## src/shared/idc_pkg.sv

```systemverilog
// constants and types shared by the input diagnostic configuration block
package idc_pkg;

  // register offsets on the plain register port
  localparam logic [7:0] ADDR_CELL_TEST = 8'h6C; // cell_test_config
  localparam logic [7:0] ADDR_AUX_TEST = 8'h6D; // aux_test_config
  localparam logic [7:0] ADDR_GEN_DIAG = 8'h6E; // general_diag_config
  localparam logic [7:0] ADDR_IRQ_STATUS = 8'h80; // sticky events, read clears
  localparam logic [7:0] ADDR_IRQ_MASK = 8'h81; // interrupt enables
  localparam logic [7:0] ADDR_FAULT_ALERT = 8'h82; // fault_alert_second, read clears
  localparam logic [7:0] ADDR_TEST_RESULT = 8'h83; // first_test_result

  // widths
  localparam int NUM_CELLS = 15; // cell inputs with sources
  localparam int NUM_AUX = 6; // auxiliary inputs
  localparam int LEVEL_W = 4; // shared source level setting
  localparam int BIST_W = 4; // self-test alert bits
  localparam int IRQ_W = 4; // interrupt events
  localparam int MODE_W = 4; // diagnostic mode code width

  // field positions
  localparam int OPEN_SEL_BIT = 15; // cell_open_wire_select
  localparam int CELL_EN_LSB = 0; // cell_source_enable low bit
  localparam int AUX_EN_LO_LSB = 0; // aux_source_enable[3:0]
  localparam int AUX_EN_HI_LSB = 4; // aux_source_enable[5:4]
  localparam int AUX_MODE_LSB = 13; // aux_test_mode_select low bit

  // interrupt status bits
  localparam int IRQ_OPEN_ENTER = 0; // open-wire mode switched on
  localparam int IRQ_AUX_RSVD = 1; // reserved aux mode written
  localparam int IRQ_BIST_FAIL = 2; // a self-test reported fail
  localparam int IRQ_DETAIL = 3; // detailed result captured

  // reset values
  localparam logic [15:0] RST_CELL_TEST = 16'h0000;
  localparam logic [15:0] RST_AUX_TEST = 16'h0000;
  localparam logic [15:0] RST_GEN_DIAG = 16'h0000;
  localparam logic [3:0] RST_IRQ_MASK = 4'h0;

  // aux_test_mode_select codes
  localparam logic [2:0] AUX_CODE_DISCHARGE = 3'h2; // 010
  localparam logic [2:0] AUX_CODE_THERM_GND = 3'h3; // 011

  // decoded auxiliary diagnostic mode
  typedef enum logic [1:0] {
    AUX_NORMAL,
    AUX_DISCHARGE,
    AUX_THERM_GND,
    AUX_RESERVED
  } idc_aux_mode_t;

endpackage

```

## src/rtl/idc_chan_gate.sv

```systemverilog
// per-channel cell selection and source gating
`timescale 1ns/1ps
`default_nettype none

module idc_chan_gate
  import idc_pkg::*;
#(
  parameter int N = NUM_CELLS
) (
  // mode
  input wire logic openWireSel,
  // per-channel controls
  input wire logic [N-1:0] measureMask,
  input wire logic [N-1:0] reverseFlag,
  input wire logic [N-1:0] srcEnable,
  // results
  output logic [N-1:0] chanSel,
  output logic [N-1:0] srcOn
);

  // one identical slice per channel
  genvar g;
  generate
    for (g = 0; g < N; g++) begin : gChan
      // normal: mask only; open-wire: mask and not reversed
      assign chanSel[g] = openWireSel ? (measureMask[g] & ~reverseFlag[g])
                                      : measureMask[g];
      // each bit drives its own source
      assign srcOn[g] = srcEnable[g];
    end
  endgenerate

endmodule // idc_chan_gate

`default_nettype wire

```

## src/rtl/idc_top.sv

```systemverilog
// input diagnostic current and mode configuration registers
`timescale 1ns/1ps
`default_nettype none

// Overview of operation
// bit 15 selects open-wire test, reset zero
// normal mode measures masked cells, standard thresholds
// open-wire measures masked non-reversed cells, low-side
// host enables pulldowns, comparator-only scan
// host pairs with aux mode 010 or 011
// fifteen cell source enables, reset zero
// all cell sources use shared level
// six aux source enables, shared level/direction
// pin-io mode masks aux enable, readback kept
// three-bit aux mode in top bits
// self-test alerts; detail only when selected
// unused bits read zero, writes ignored
// aux mode decode 00x, 010, 011, reserved
module idc_top
  import idc_pkg::*;
(
  // clock, reset, enable
  input wire logic core_clk,
  input wire logic resetn,
  input wire logic clkEn,
  // register port
  input wire logic [7:0] regAddr,
  input wire logic [15:0] regWrData,
  input wire logic regWrStb,
  input wire logic regRdStb,
  output logic [15:0] regRdData,
  // acquisition context
  input wire logic [NUM_CELLS-1:0] cellMeasureMask,
  input wire logic [NUM_CELLS-1:0] reverseInputFlag,
  // shared diagnostic settings
  input wire logic [LEVEL_W-1:0] sourceLevelSetting,
  input wire logic sourceDirectionSetting,
  input wire logic [NUM_AUX-1:0] pinIoModeEnable,
  // self-test reports
  input wire logic bistValid,
  input wire logic [1:0] bistIndex,
  input wire logic bistFail,
  input wire logic [MODE_W-1:0] bistMode,
  input wire logic [MODE_W-1:0] resultModeSel,
  input wire logic [15:0] bistDetail,
  // cell path controls
  output logic [NUM_CELLS-1:0] cellChannelSel,
  output logic openWireThresh,
  output logic lowSideOnly,
  output logic adcSeqEnable,
  output logic [NUM_CELLS-1:0] cellSourceOn,
  output logic [LEVEL_W-1:0] cellSourceLevel,
  // aux path controls
  output logic [NUM_AUX-1:0] auxSourceOn,
  output logic [LEVEL_W-1:0] auxSourceLevel,
  output logic auxSourceDir,
  output logic auxDischargeOn,
  output logic thermBiasGround,
  // interrupt
  output logic irq
);

  // decode of aux_test_mode_select, used for outputs and events
  function automatic idc_aux_mode_t decodeAux(input logic [2:0] code);
    idc_aux_mode_t m;
    m = AUX_NORMAL;
    if (code[2]) begin
      m = AUX_RESERVED; // 1xx
    end else if (code == AUX_CODE_DISCHARGE) begin
      m = AUX_DISCHARGE; // 010
    end else if (code == AUX_CODE_THERM_GND) begin
      m = AUX_THERM_GND; // 011
    end
    return m; // 00x stays normal
  endfunction

  // all state of the block
  typedef struct packed {
    logic openSel; // cell_open_wire_select
    logic [NUM_CELLS-1:0] cellSrcEn; // cell_source_enable
    logic [NUM_AUX-1:0] auxSrcEn; // aux_source_enable, as written
    logic [2:0] auxMode; // aux_test_mode_select
    logic [IRQ_W-1:0] irqStatus; // sticky events
    logic [IRQ_W-1:0] irqMask; // event enables
    logic [BIST_W-1:0] faultAlert; // self-test fail alerts
    logic [15:0] testResult; // detailed result
    logic [15:0] rdData; // read answer
    logic [NUM_CELLS-1:0] chanSel; // registered channel select
    logic openThr; // alternate thresholds
    logic lowOnly; // low-side comparator only
    logic adcEn; // adc sequence allowed
    logic [NUM_CELLS-1:0] cellOn; // cell source drive
    logic [LEVEL_W-1:0] cellLvl; // cell source level
    logic [NUM_AUX-1:0] auxOn; // aux source drive
    logic [LEVEL_W-1:0] auxLvl; // aux source level
    logic auxDir; // aux source direction
    logic dischg; // accelerated discharge
    logic thermGnd; // thermistor bias grounded
    logic irqOut; // interrupt line
  } idc_state_t;

  idc_state_t cur_ff; // registered state
  idc_state_t nxt_cur; // next state

  // combinational channel gating
  logic [NUM_CELLS-1:0] gateSel; // selected channels
  logic [NUM_CELLS-1:0] gateSrc; // sources on

  idc_chan_gate #(
    .N(NUM_CELLS)
  ) uGate (
    .openWireSel(cur_ff.openSel),
    .measureMask(cellMeasureMask),
    .reverseFlag(reverseInputFlag),
    .srcEnable(cur_ff.cellSrcEn),
    .chanSel(gateSel),
    .srcOn(gateSrc)
  );

  // decoded strobes
  logic wrCell; // write to cell_test_config
  logic wrAux; // write to aux_test_config
  logic wrGen; // write to general_diag_config
  logic wrMask; // write to mask
  logic rdStatus; // read of status clears it
  logic rdAlert; // read of alerts clears them
  idc_aux_mode_t auxNow; // decode of stored mode
  idc_aux_mode_t auxNew; // decode of written mode

  // address decode
  always_comb begin
    wrCell = regWrStb && (regAddr == ADDR_CELL_TEST);
    wrAux = regWrStb && (regAddr == ADDR_AUX_TEST);
    wrGen = regWrStb && (regAddr == ADDR_GEN_DIAG);
    wrMask = regWrStb && (regAddr == ADDR_IRQ_MASK);
    rdStatus = regRdStb && (regAddr == ADDR_IRQ_STATUS);
    rdAlert = regRdStb && (regAddr == ADDR_FAULT_ALERT);
    auxNow = decodeAux(cur_ff.auxMode);
    auxNew = decodeAux(regWrData[AUX_MODE_LSB +: 3]);
  end

  // next-state logic
  always_comb begin
    logic [IRQ_W-1:0] ev; // events this cycle
    logic [BIST_W-1:0] alertSet; // alert bits to set
    ev = '0;
    alertSet = '0;
    nxt_cur = cur_ff;

    // cell_test_config write; only bits 15:0 exist
    if (wrCell) begin
      nxt_cur.openSel = regWrData[OPEN_SEL_BIT];
      nxt_cur.cellSrcEn = regWrData[CELL_EN_LSB +: NUM_CELLS];
      // event on entering open-wire diagnosis
      ev[IRQ_OPEN_ENTER] = regWrData[OPEN_SEL_BIT] & ~cur_ff.openSel;
    end

    // aux_test_config write; bits 15:6 dropped
    if (wrAux) begin
      nxt_cur.auxSrcEn[3:0] = regWrData[AUX_EN_LO_LSB +: 4];
      nxt_cur.auxSrcEn[5:4] = regWrData[AUX_EN_HI_LSB +: 2];
    end

    // general_diag_config write; bits 12:0 dropped
    if (wrGen) begin
      nxt_cur.auxMode = regWrData[AUX_MODE_LSB +: 3];
      // flag a reserved code so software notices
      ev[IRQ_AUX_RSVD] = (auxNew == AUX_RESERVED);
    end

    // mask register
    if (wrMask) begin
      nxt_cur.irqMask = regWrData[IRQ_W-1:0];
    end

    // self-test report: a fail always lands in alerts, whatever the mode
    if (bistValid) begin
      alertSet[bistIndex] = bistFail;
      ev[IRQ_BIST_FAIL] = bistFail;
      // detail kept only for the selected mode
      if (bistMode == resultModeSel) begin
        nxt_cur.testResult = bistDetail;
        ev[IRQ_DETAIL] = 1'b1;
      end
    end

    // alert bits: read clears, a new fail wins
    nxt_cur.faultAlert = (rdAlert ? '0 : cur_ff.faultAlert) | alertSet;

    // status bits: read clears, a new event wins
    nxt_cur.irqStatus = (rdStatus ? '0 : cur_ff.irqStatus) | ev;

    // read answer, valid the cycle after the strobe
    if (regRdStb) begin
      case (regAddr)
        ADDR_CELL_TEST: begin
          nxt_cur.rdData = {cur_ff.openSel, cur_ff.cellSrcEn};
        end
        ADDR_AUX_TEST: begin
          // value as written, pin-io mode not applied
          nxt_cur.rdData = {10'h000, cur_ff.auxSrcEn};
        end
        ADDR_GEN_DIAG: begin
          nxt_cur.rdData = {cur_ff.auxMode, 13'h0000};
        end
        ADDR_IRQ_STATUS: begin
          nxt_cur.rdData = {12'h000, cur_ff.irqStatus};
        end
        ADDR_IRQ_MASK: begin
          nxt_cur.rdData = {12'h000, cur_ff.irqMask};
        end
        ADDR_FAULT_ALERT: begin
          nxt_cur.rdData = {12'h000, cur_ff.faultAlert};
        end
        ADDR_TEST_RESULT: begin
          nxt_cur.rdData = cur_ff.testResult;
        end
        default: begin
          nxt_cur.rdData = 16'h0000; // unmapped reads zero
        end
      endcase
    end else begin
      nxt_cur.rdData = 16'h0000; // data only in the answer cycle
    end

    // cell measurement controls
    nxt_cur.chanSel = gateSel;
    nxt_cur.openThr = cur_ff.openSel;
    nxt_cur.lowOnly = cur_ff.openSel;
    nxt_cur.adcEn = ~cur_ff.openSel;

    // cell sources share one level
    nxt_cur.cellOn = gateSrc;
    nxt_cur.cellLvl = sourceLevelSetting;

    // aux sources, suppressed in pin-io mode
    nxt_cur.auxOn = cur_ff.auxSrcEn & ~pinIoModeEnable;
    nxt_cur.auxLvl = sourceLevelSetting;
    nxt_cur.auxDir = sourceDirectionSetting;

    // aux diagnostic mode outputs
    case (auxNow)
      AUX_DISCHARGE: begin
        nxt_cur.dischg = 1'b1;
        nxt_cur.thermGnd = 1'b0;
      end
      AUX_THERM_GND: begin
        nxt_cur.dischg = 1'b0;
        nxt_cur.thermGnd = 1'b1;
      end
      default: begin
        // normal and reserved codes do nothing
        nxt_cur.dischg = 1'b0;
        nxt_cur.thermGnd = 1'b0;
      end
    endcase

    // level interrupt from next status and mask
    nxt_cur.irqOut = |(nxt_cur.irqStatus & nxt_cur.irqMask);
  end

  // state register with clock enable
  always_ff @(posedge core_clk or negedge resetn) begin
    if (!resetn) begin
      cur_ff <= '0;
      cur_ff.openSel <= RST_CELL_TEST[OPEN_SEL_BIT];
      cur_ff.cellSrcEn <= RST_CELL_TEST[NUM_CELLS-1:0];
      cur_ff.auxSrcEn <= RST_AUX_TEST[NUM_AUX-1:0];
      cur_ff.auxMode <= RST_GEN_DIAG[AUX_MODE_LSB +: 3];
      cur_ff.irqMask <= RST_IRQ_MASK;
      cur_ff.adcEn <= 1'b1;
    end else if (clkEn) begin
      cur_ff <= nxt_cur;
    end
  end

  // outputs straight from flops
  assign regRdData = cur_ff.rdData;
  assign cellChannelSel = cur_ff.chanSel;
  assign openWireThresh = cur_ff.openThr;
  assign lowSideOnly = cur_ff.lowOnly;
  assign adcSeqEnable = cur_ff.adcEn;
  assign cellSourceOn = cur_ff.cellOn;
  assign cellSourceLevel = cur_ff.cellLvl;
  assign auxSourceOn = cur_ff.auxOn;
  assign auxSourceLevel = cur_ff.auxLvl;
  assign auxSourceDir = cur_ff.auxDir;
  assign auxDischargeOn = cur_ff.dischg;
  assign thermBiasGround = cur_ff.thermGnd;
  assign irq = cur_ff.irqOut;

endmodule // idc_top

`default_nettype wire

```

## config.mk

```make
export PLATFORM = sky130hd
export DESIGN_NAME = idc_top
export DESIGN_NICKNAME = d
export VERILOG_FILES = /design/src/shared/idc_pkg.sv /design/src/rtl/idc_chan_gate.sv /design/src/rtl/idc_top.sv
export SDC_FILE = /design/constraint.sdc
export NUM_CORES = 1
export LEC_CHECK = 0
export BUFFER_PORTS_ARGS = -buffer_cell sky130_fd_sc_hd__buf_2
export CORE_MARGIN = 8
export CORE_UTILIZATION = 35
export CTS_BUF_LIST = sky130_fd_sc_hd__clkbuf_4 sky130_fd_sc_hd__clkbuf_8
export DETAILED_ROUTE_END_ITERATION = 10
export GPL_ROUTABILITY_DRIVEN = 0
export GPL_TIMING_DRIVEN = 0
export RECOVER_POWER = 50
export SETUP_SLACK_MARGIN = 0.05
export SYNTH_ARGS = -nofsm -noshare
export SYNTH_HDL_FRONTEND = slang
export SYNTH_SLANG_ARGS = --single-unit
```

## constraint.sdc

```tcl
create_clock -name core_clk -period 2.39 [get_ports core_clk]
set_input_delay 0.3585 -clock core_clk [delete_from_list [all_inputs] [get_ports core_clk]]
set_output_delay 0.3585 -clock core_clk [all_outputs]
set_load 0.01 [all_outputs]
```

==> flow_summary_export.csv <==
group,metric,value,unit
final_layout,final_layout_size_suffix_gt1_share,47.2,%
timing,fin_hold_ws,0.154,ns
power,power_per_cell_area,644,nW/µm²
power,p_leak,3.51,nW
power,total_power,4.45,mW
power,vdd_drop_max,0.357,mV
synth,synthesis.instances,458,
global_routing,grt_first_pass_wirelength,23.6,mm
timing,tightestPinTransition,1.33,ns
final_layout,area_growth_syn_to_layout,25.9,%
min_path,hold-path-cell-count,2,
setup_path,worst_ep_required_time,2.67,ns
synth,yosys-top-cells-count,"sky130_fd_sc_hd__dfrtp_1 (114), sky130_fd_sc_hd__buf_4 (64), sky130_fd_sc_hd__mux2_2 (57), sky130_fd_sc_hd__nand2_1 (31), sky130_fd_sc_hd__o21ai_0 (25)",
setup_path,rr_startpoint,"cur_ff[119]",
detailed_routing,via_count,4070,
outcome,run_status,"complete, no violations",
timing,worst_slack,0.335,ns
synth,yosys_warnings,0,
setup_path,setup.worst_path.end,"irq",
global_routing,grt_start_max_net_pins,66,
timing,final.setup_skew,0.00788,ns
final_layout,fin_nets,739,
detailed_routing,routed_wl,14.9,mm
synth,async_flop_share,100,%
final_layout,antennaDiodeCount,0,
synth,syn-num-nets,556,
cts,clk-insertion-delay-late,0.43,ns
cts,cts_buffer_depth,2,
cts,worst_setup_hold_path_clk_slew,0.07,ns
synth,synth.top_cell.area_share,52.0,%
setup_path,critical_path_origin,"clkEn",
die,die-height,141,µm
timing,rsz0062_at_grt,"false",
final_layout,instances_no_fill,861,
synth,synth_seq_cells,115,
cts,cts_setup_buffers,0,
timing,drv_slew,0,
timing,timing.max_slew.rel_slack,11.2,%
cts,hold_buf_cts,1,
die,ios,165,
cts,cts.repair.resized,0,
setup_path,worst-setup-path-type,"input pin to register",
timing,post-route-period-util,86.0,%
global_routing,antenna_violations_before_repair,0,
synth,yosysUniqueCellTypes,45,
setup_path,critical_path_peak_fanout,10,
synth,synthesis.area,5490,µm²
die,placementRows,45,
setup_path,worst_setup_path_end_kind,"register",
final_layout,final_layout_fill_cell_count,1489,
setup_path,r2r_cells,5,
detailed_routing,remaining_drc_errors,0,
synth,yosysMostFrequentCell,"sky130_fd_sc_hd__dfrtp_1",
place,dpl_worst_slack,-0.0890,ns
setup_path,rrSetupSlack,0.71,ns
cts,htree_levels,4,
place,dp.cells,832,
die,overall_die_area,19900,µm²
cts,cts_tree,"done",
detailed_routing,dr.pass1.iters,4,
synth,avgSynthCellArea,12.0,µm²
synth,synth_enable_flop_cells,0,
detailed_routing,avgRoutedWirePerCell,17.3,µm
setup_path,worstSetupStartpointType,"input pin",
cts,cts_buffers,17,
timing,setup_viol,0,
final_layout,postLayoutCellArea,6910,µm²
timing,finalHoldViolCount,0,
global_routing,first_global_vias,4399,
global_routing,global_route.overflow_total,0,
min_path,min_path_type,"input pin to register",
setup_path,critical_path_at,2.33,ns
synth,synth_top_flop_cell,"sky130_fd_sc_hd__dfrtp_1",
setup_path,worst_r2r_endpoint,"cellChannelSel[9]",
cts,cts-root-buf,"sky130_fd_sc_hd__clkbuf_8",
die,start_util,36.0,%
run,maxCapViolCount,0,
detailed_routing,initialDrtViolationCount,179,
timing,period_minus_slack,2.05,ns
detailed_routing,final_antenna_net_count,0,
detailed_routing,route.detailed.vias_per_inst,4.73,
synth,ys_seq_area_share,52.5,%
global_routing,grtUsageTotal,15.4,%
die,die_w,141,µm
timing,clock.fmax,487,MHz
place,placed_wire_length_estimate_after_detailed_placement,11.6,mm
synth,ys_top_cells_by_area,"sky130_fd_sc_hd__dfrtp_1 (52%), sky130_fd_sc_hd__mux2_2 (12%), sky130_fd_sc_hd__buf_4 (8.8%)",
cts,clock_sink_count,115,
place,detailed_place.area,6600,µm²
die,core-area,15300,µm²
place,count_of_buffers_inserted_at_the_top_level_ports,162,
synth,yosysTopAreaCell,"sky130_fd_sc_hd__dfrtp_1",
## sequential cells by signal, indices dropped and copies added, names as in the netlist
signal           cells
thermBiasGround      1
adcSeqEnable         1
lowSideOnly          1
cellChannelSel      15
auxSourceOn          6
cellSourceOn        15
auxSourceDir         1
auxSourceLevel       4
regRdData           16
auxDischargeOn       1
irq                  1
cur_ff              53
## worst min-delay path by stage
stage                      to  slack, ns           from
4_1_cts            cur_ff[70]       0.12  bistDetail[3]
5_1_grt            cur_ff[70]       0.13  bistDetail[3]
3_3_place_gp     regRdData[5]       0.47   regRdData[5]
3_5_place_dp       cur_ff[67]       0.35         resetn
6_report          cur_ff[112]       0.15   regWrData[8]
2_1_floorplan  auxDischargeOn       0.06         resetn
## per-stage QoR
stage               utilization, %  TNS, ns
global route                  45.3        0
floorplan                        -        0
finish                        45.3        0
global placement              43.0   -54.00
detailed placement            43.2   -0.724
CTS                           45.7        0
## layout by cell type, fill, tap and decap left out, types with 5 or more instances in the layout
master / n
sky130_fd_sc_hd__a21o_1: 8
sky130_fd_sc_hd__a21oi_1: 9
sky130_fd_sc_hd__a22o_1: 6
sky130_fd_sc_hd__a22oi_1: 13
sky130_fd_sc_hd__buf_2: 134
sky130_fd_sc_hd__buf_4: 64
sky130_fd_sc_hd__clkbuf_1: 43
sky130_fd_sc_hd__clkbuf_8: 19
sky130_fd_sc_hd__clkinv_2: 5
sky130_fd_sc_hd__dfrtp_1: 114
sky130_fd_sc_hd__inv_1: 23
sky130_fd_sc_hd__mux2_2: 57
sky130_fd_sc_hd__mux2_4: 10
sky130_fd_sc_hd__nand2_1: 31
sky130_fd_sc_hd__nand3_1: 18
sky130_fd_sc_hd__nand3b_1: 6
sky130_fd_sc_hd__o21ai_0: 25
sky130_fd_sc_hd__o2bb2ai_1: 12
## final cells by class
| class | instances | area (µm²) | area share (%) |
|---|---|---|---|
| inverter | 23 | 86.3 | 1.25 |
| multi-input combinational | 238 | 1960 | 28.4 |
| sequential | 115 | 2880 | 41.7 |
| buffer | 82 | 561 | 8.12 |
| timing repair buffer | 164 | 793 | 11.5 |
| tap | 211 | 264 | 3.82 |
| clock inverter | 7 | 85.1 | 1.23 |
| clock buffer | 21 | 277 | 4.00 |
## worst max-delay path: stages
cell,delay (ns)
sky130_fd_sc_hd__clkbuf_1,0.19
sky130_fd_sc_hd__clkbuf_1,0.48
sky130_fd_sc_hd__clkbuf_1,0.59
sky130_fd_sc_hd__clkbuf_1,0.51
sky130_fd_sc_hd__a41oi_1,0.20
## where the power goes
group	leakage (nW)	total (mW)	internal, mW	switching (mW)
Combinational	1.80	0.545	0.293	0.252
Sequential	1.52	2.21	2.11	0.100
Clock	0.194	1.70	0.970	0.726
Total	3.51	4.45	3.37	1.08
## routing by layer
metal | global-route usage (%) | wire length [µm] | up-vias
met5 | 0 | 0 | -
met4 | 6.00 | 298 | 0
met3 | 4.90 | 966 | 22
met2 | 25.0 | 7250 | 125
met1 | 18.7 | 6400 | 2004
li1 | - | - | 1919
## cells by family (layout without fill, tap and decap cells)
| group | after synthesis | count (layout) | synth area share (%) |
|---|---|---|---|
| AO/OA/AOI/OAI | 81 | 81 | 10.2 |
| XOR/XNOR | 4 | 4 | 0.639 |
| buffers and inverters | 105 | 297 | 11.8 |
| flip-flops | 115 | 115 | 52.5 |
| multiplexers | 74 | 74 | 16.6 |
| AND/OR/NAND/NOR | 79 | 79 | 8.28 |
No activity file was read; power rests on OpenSTA's default activity.
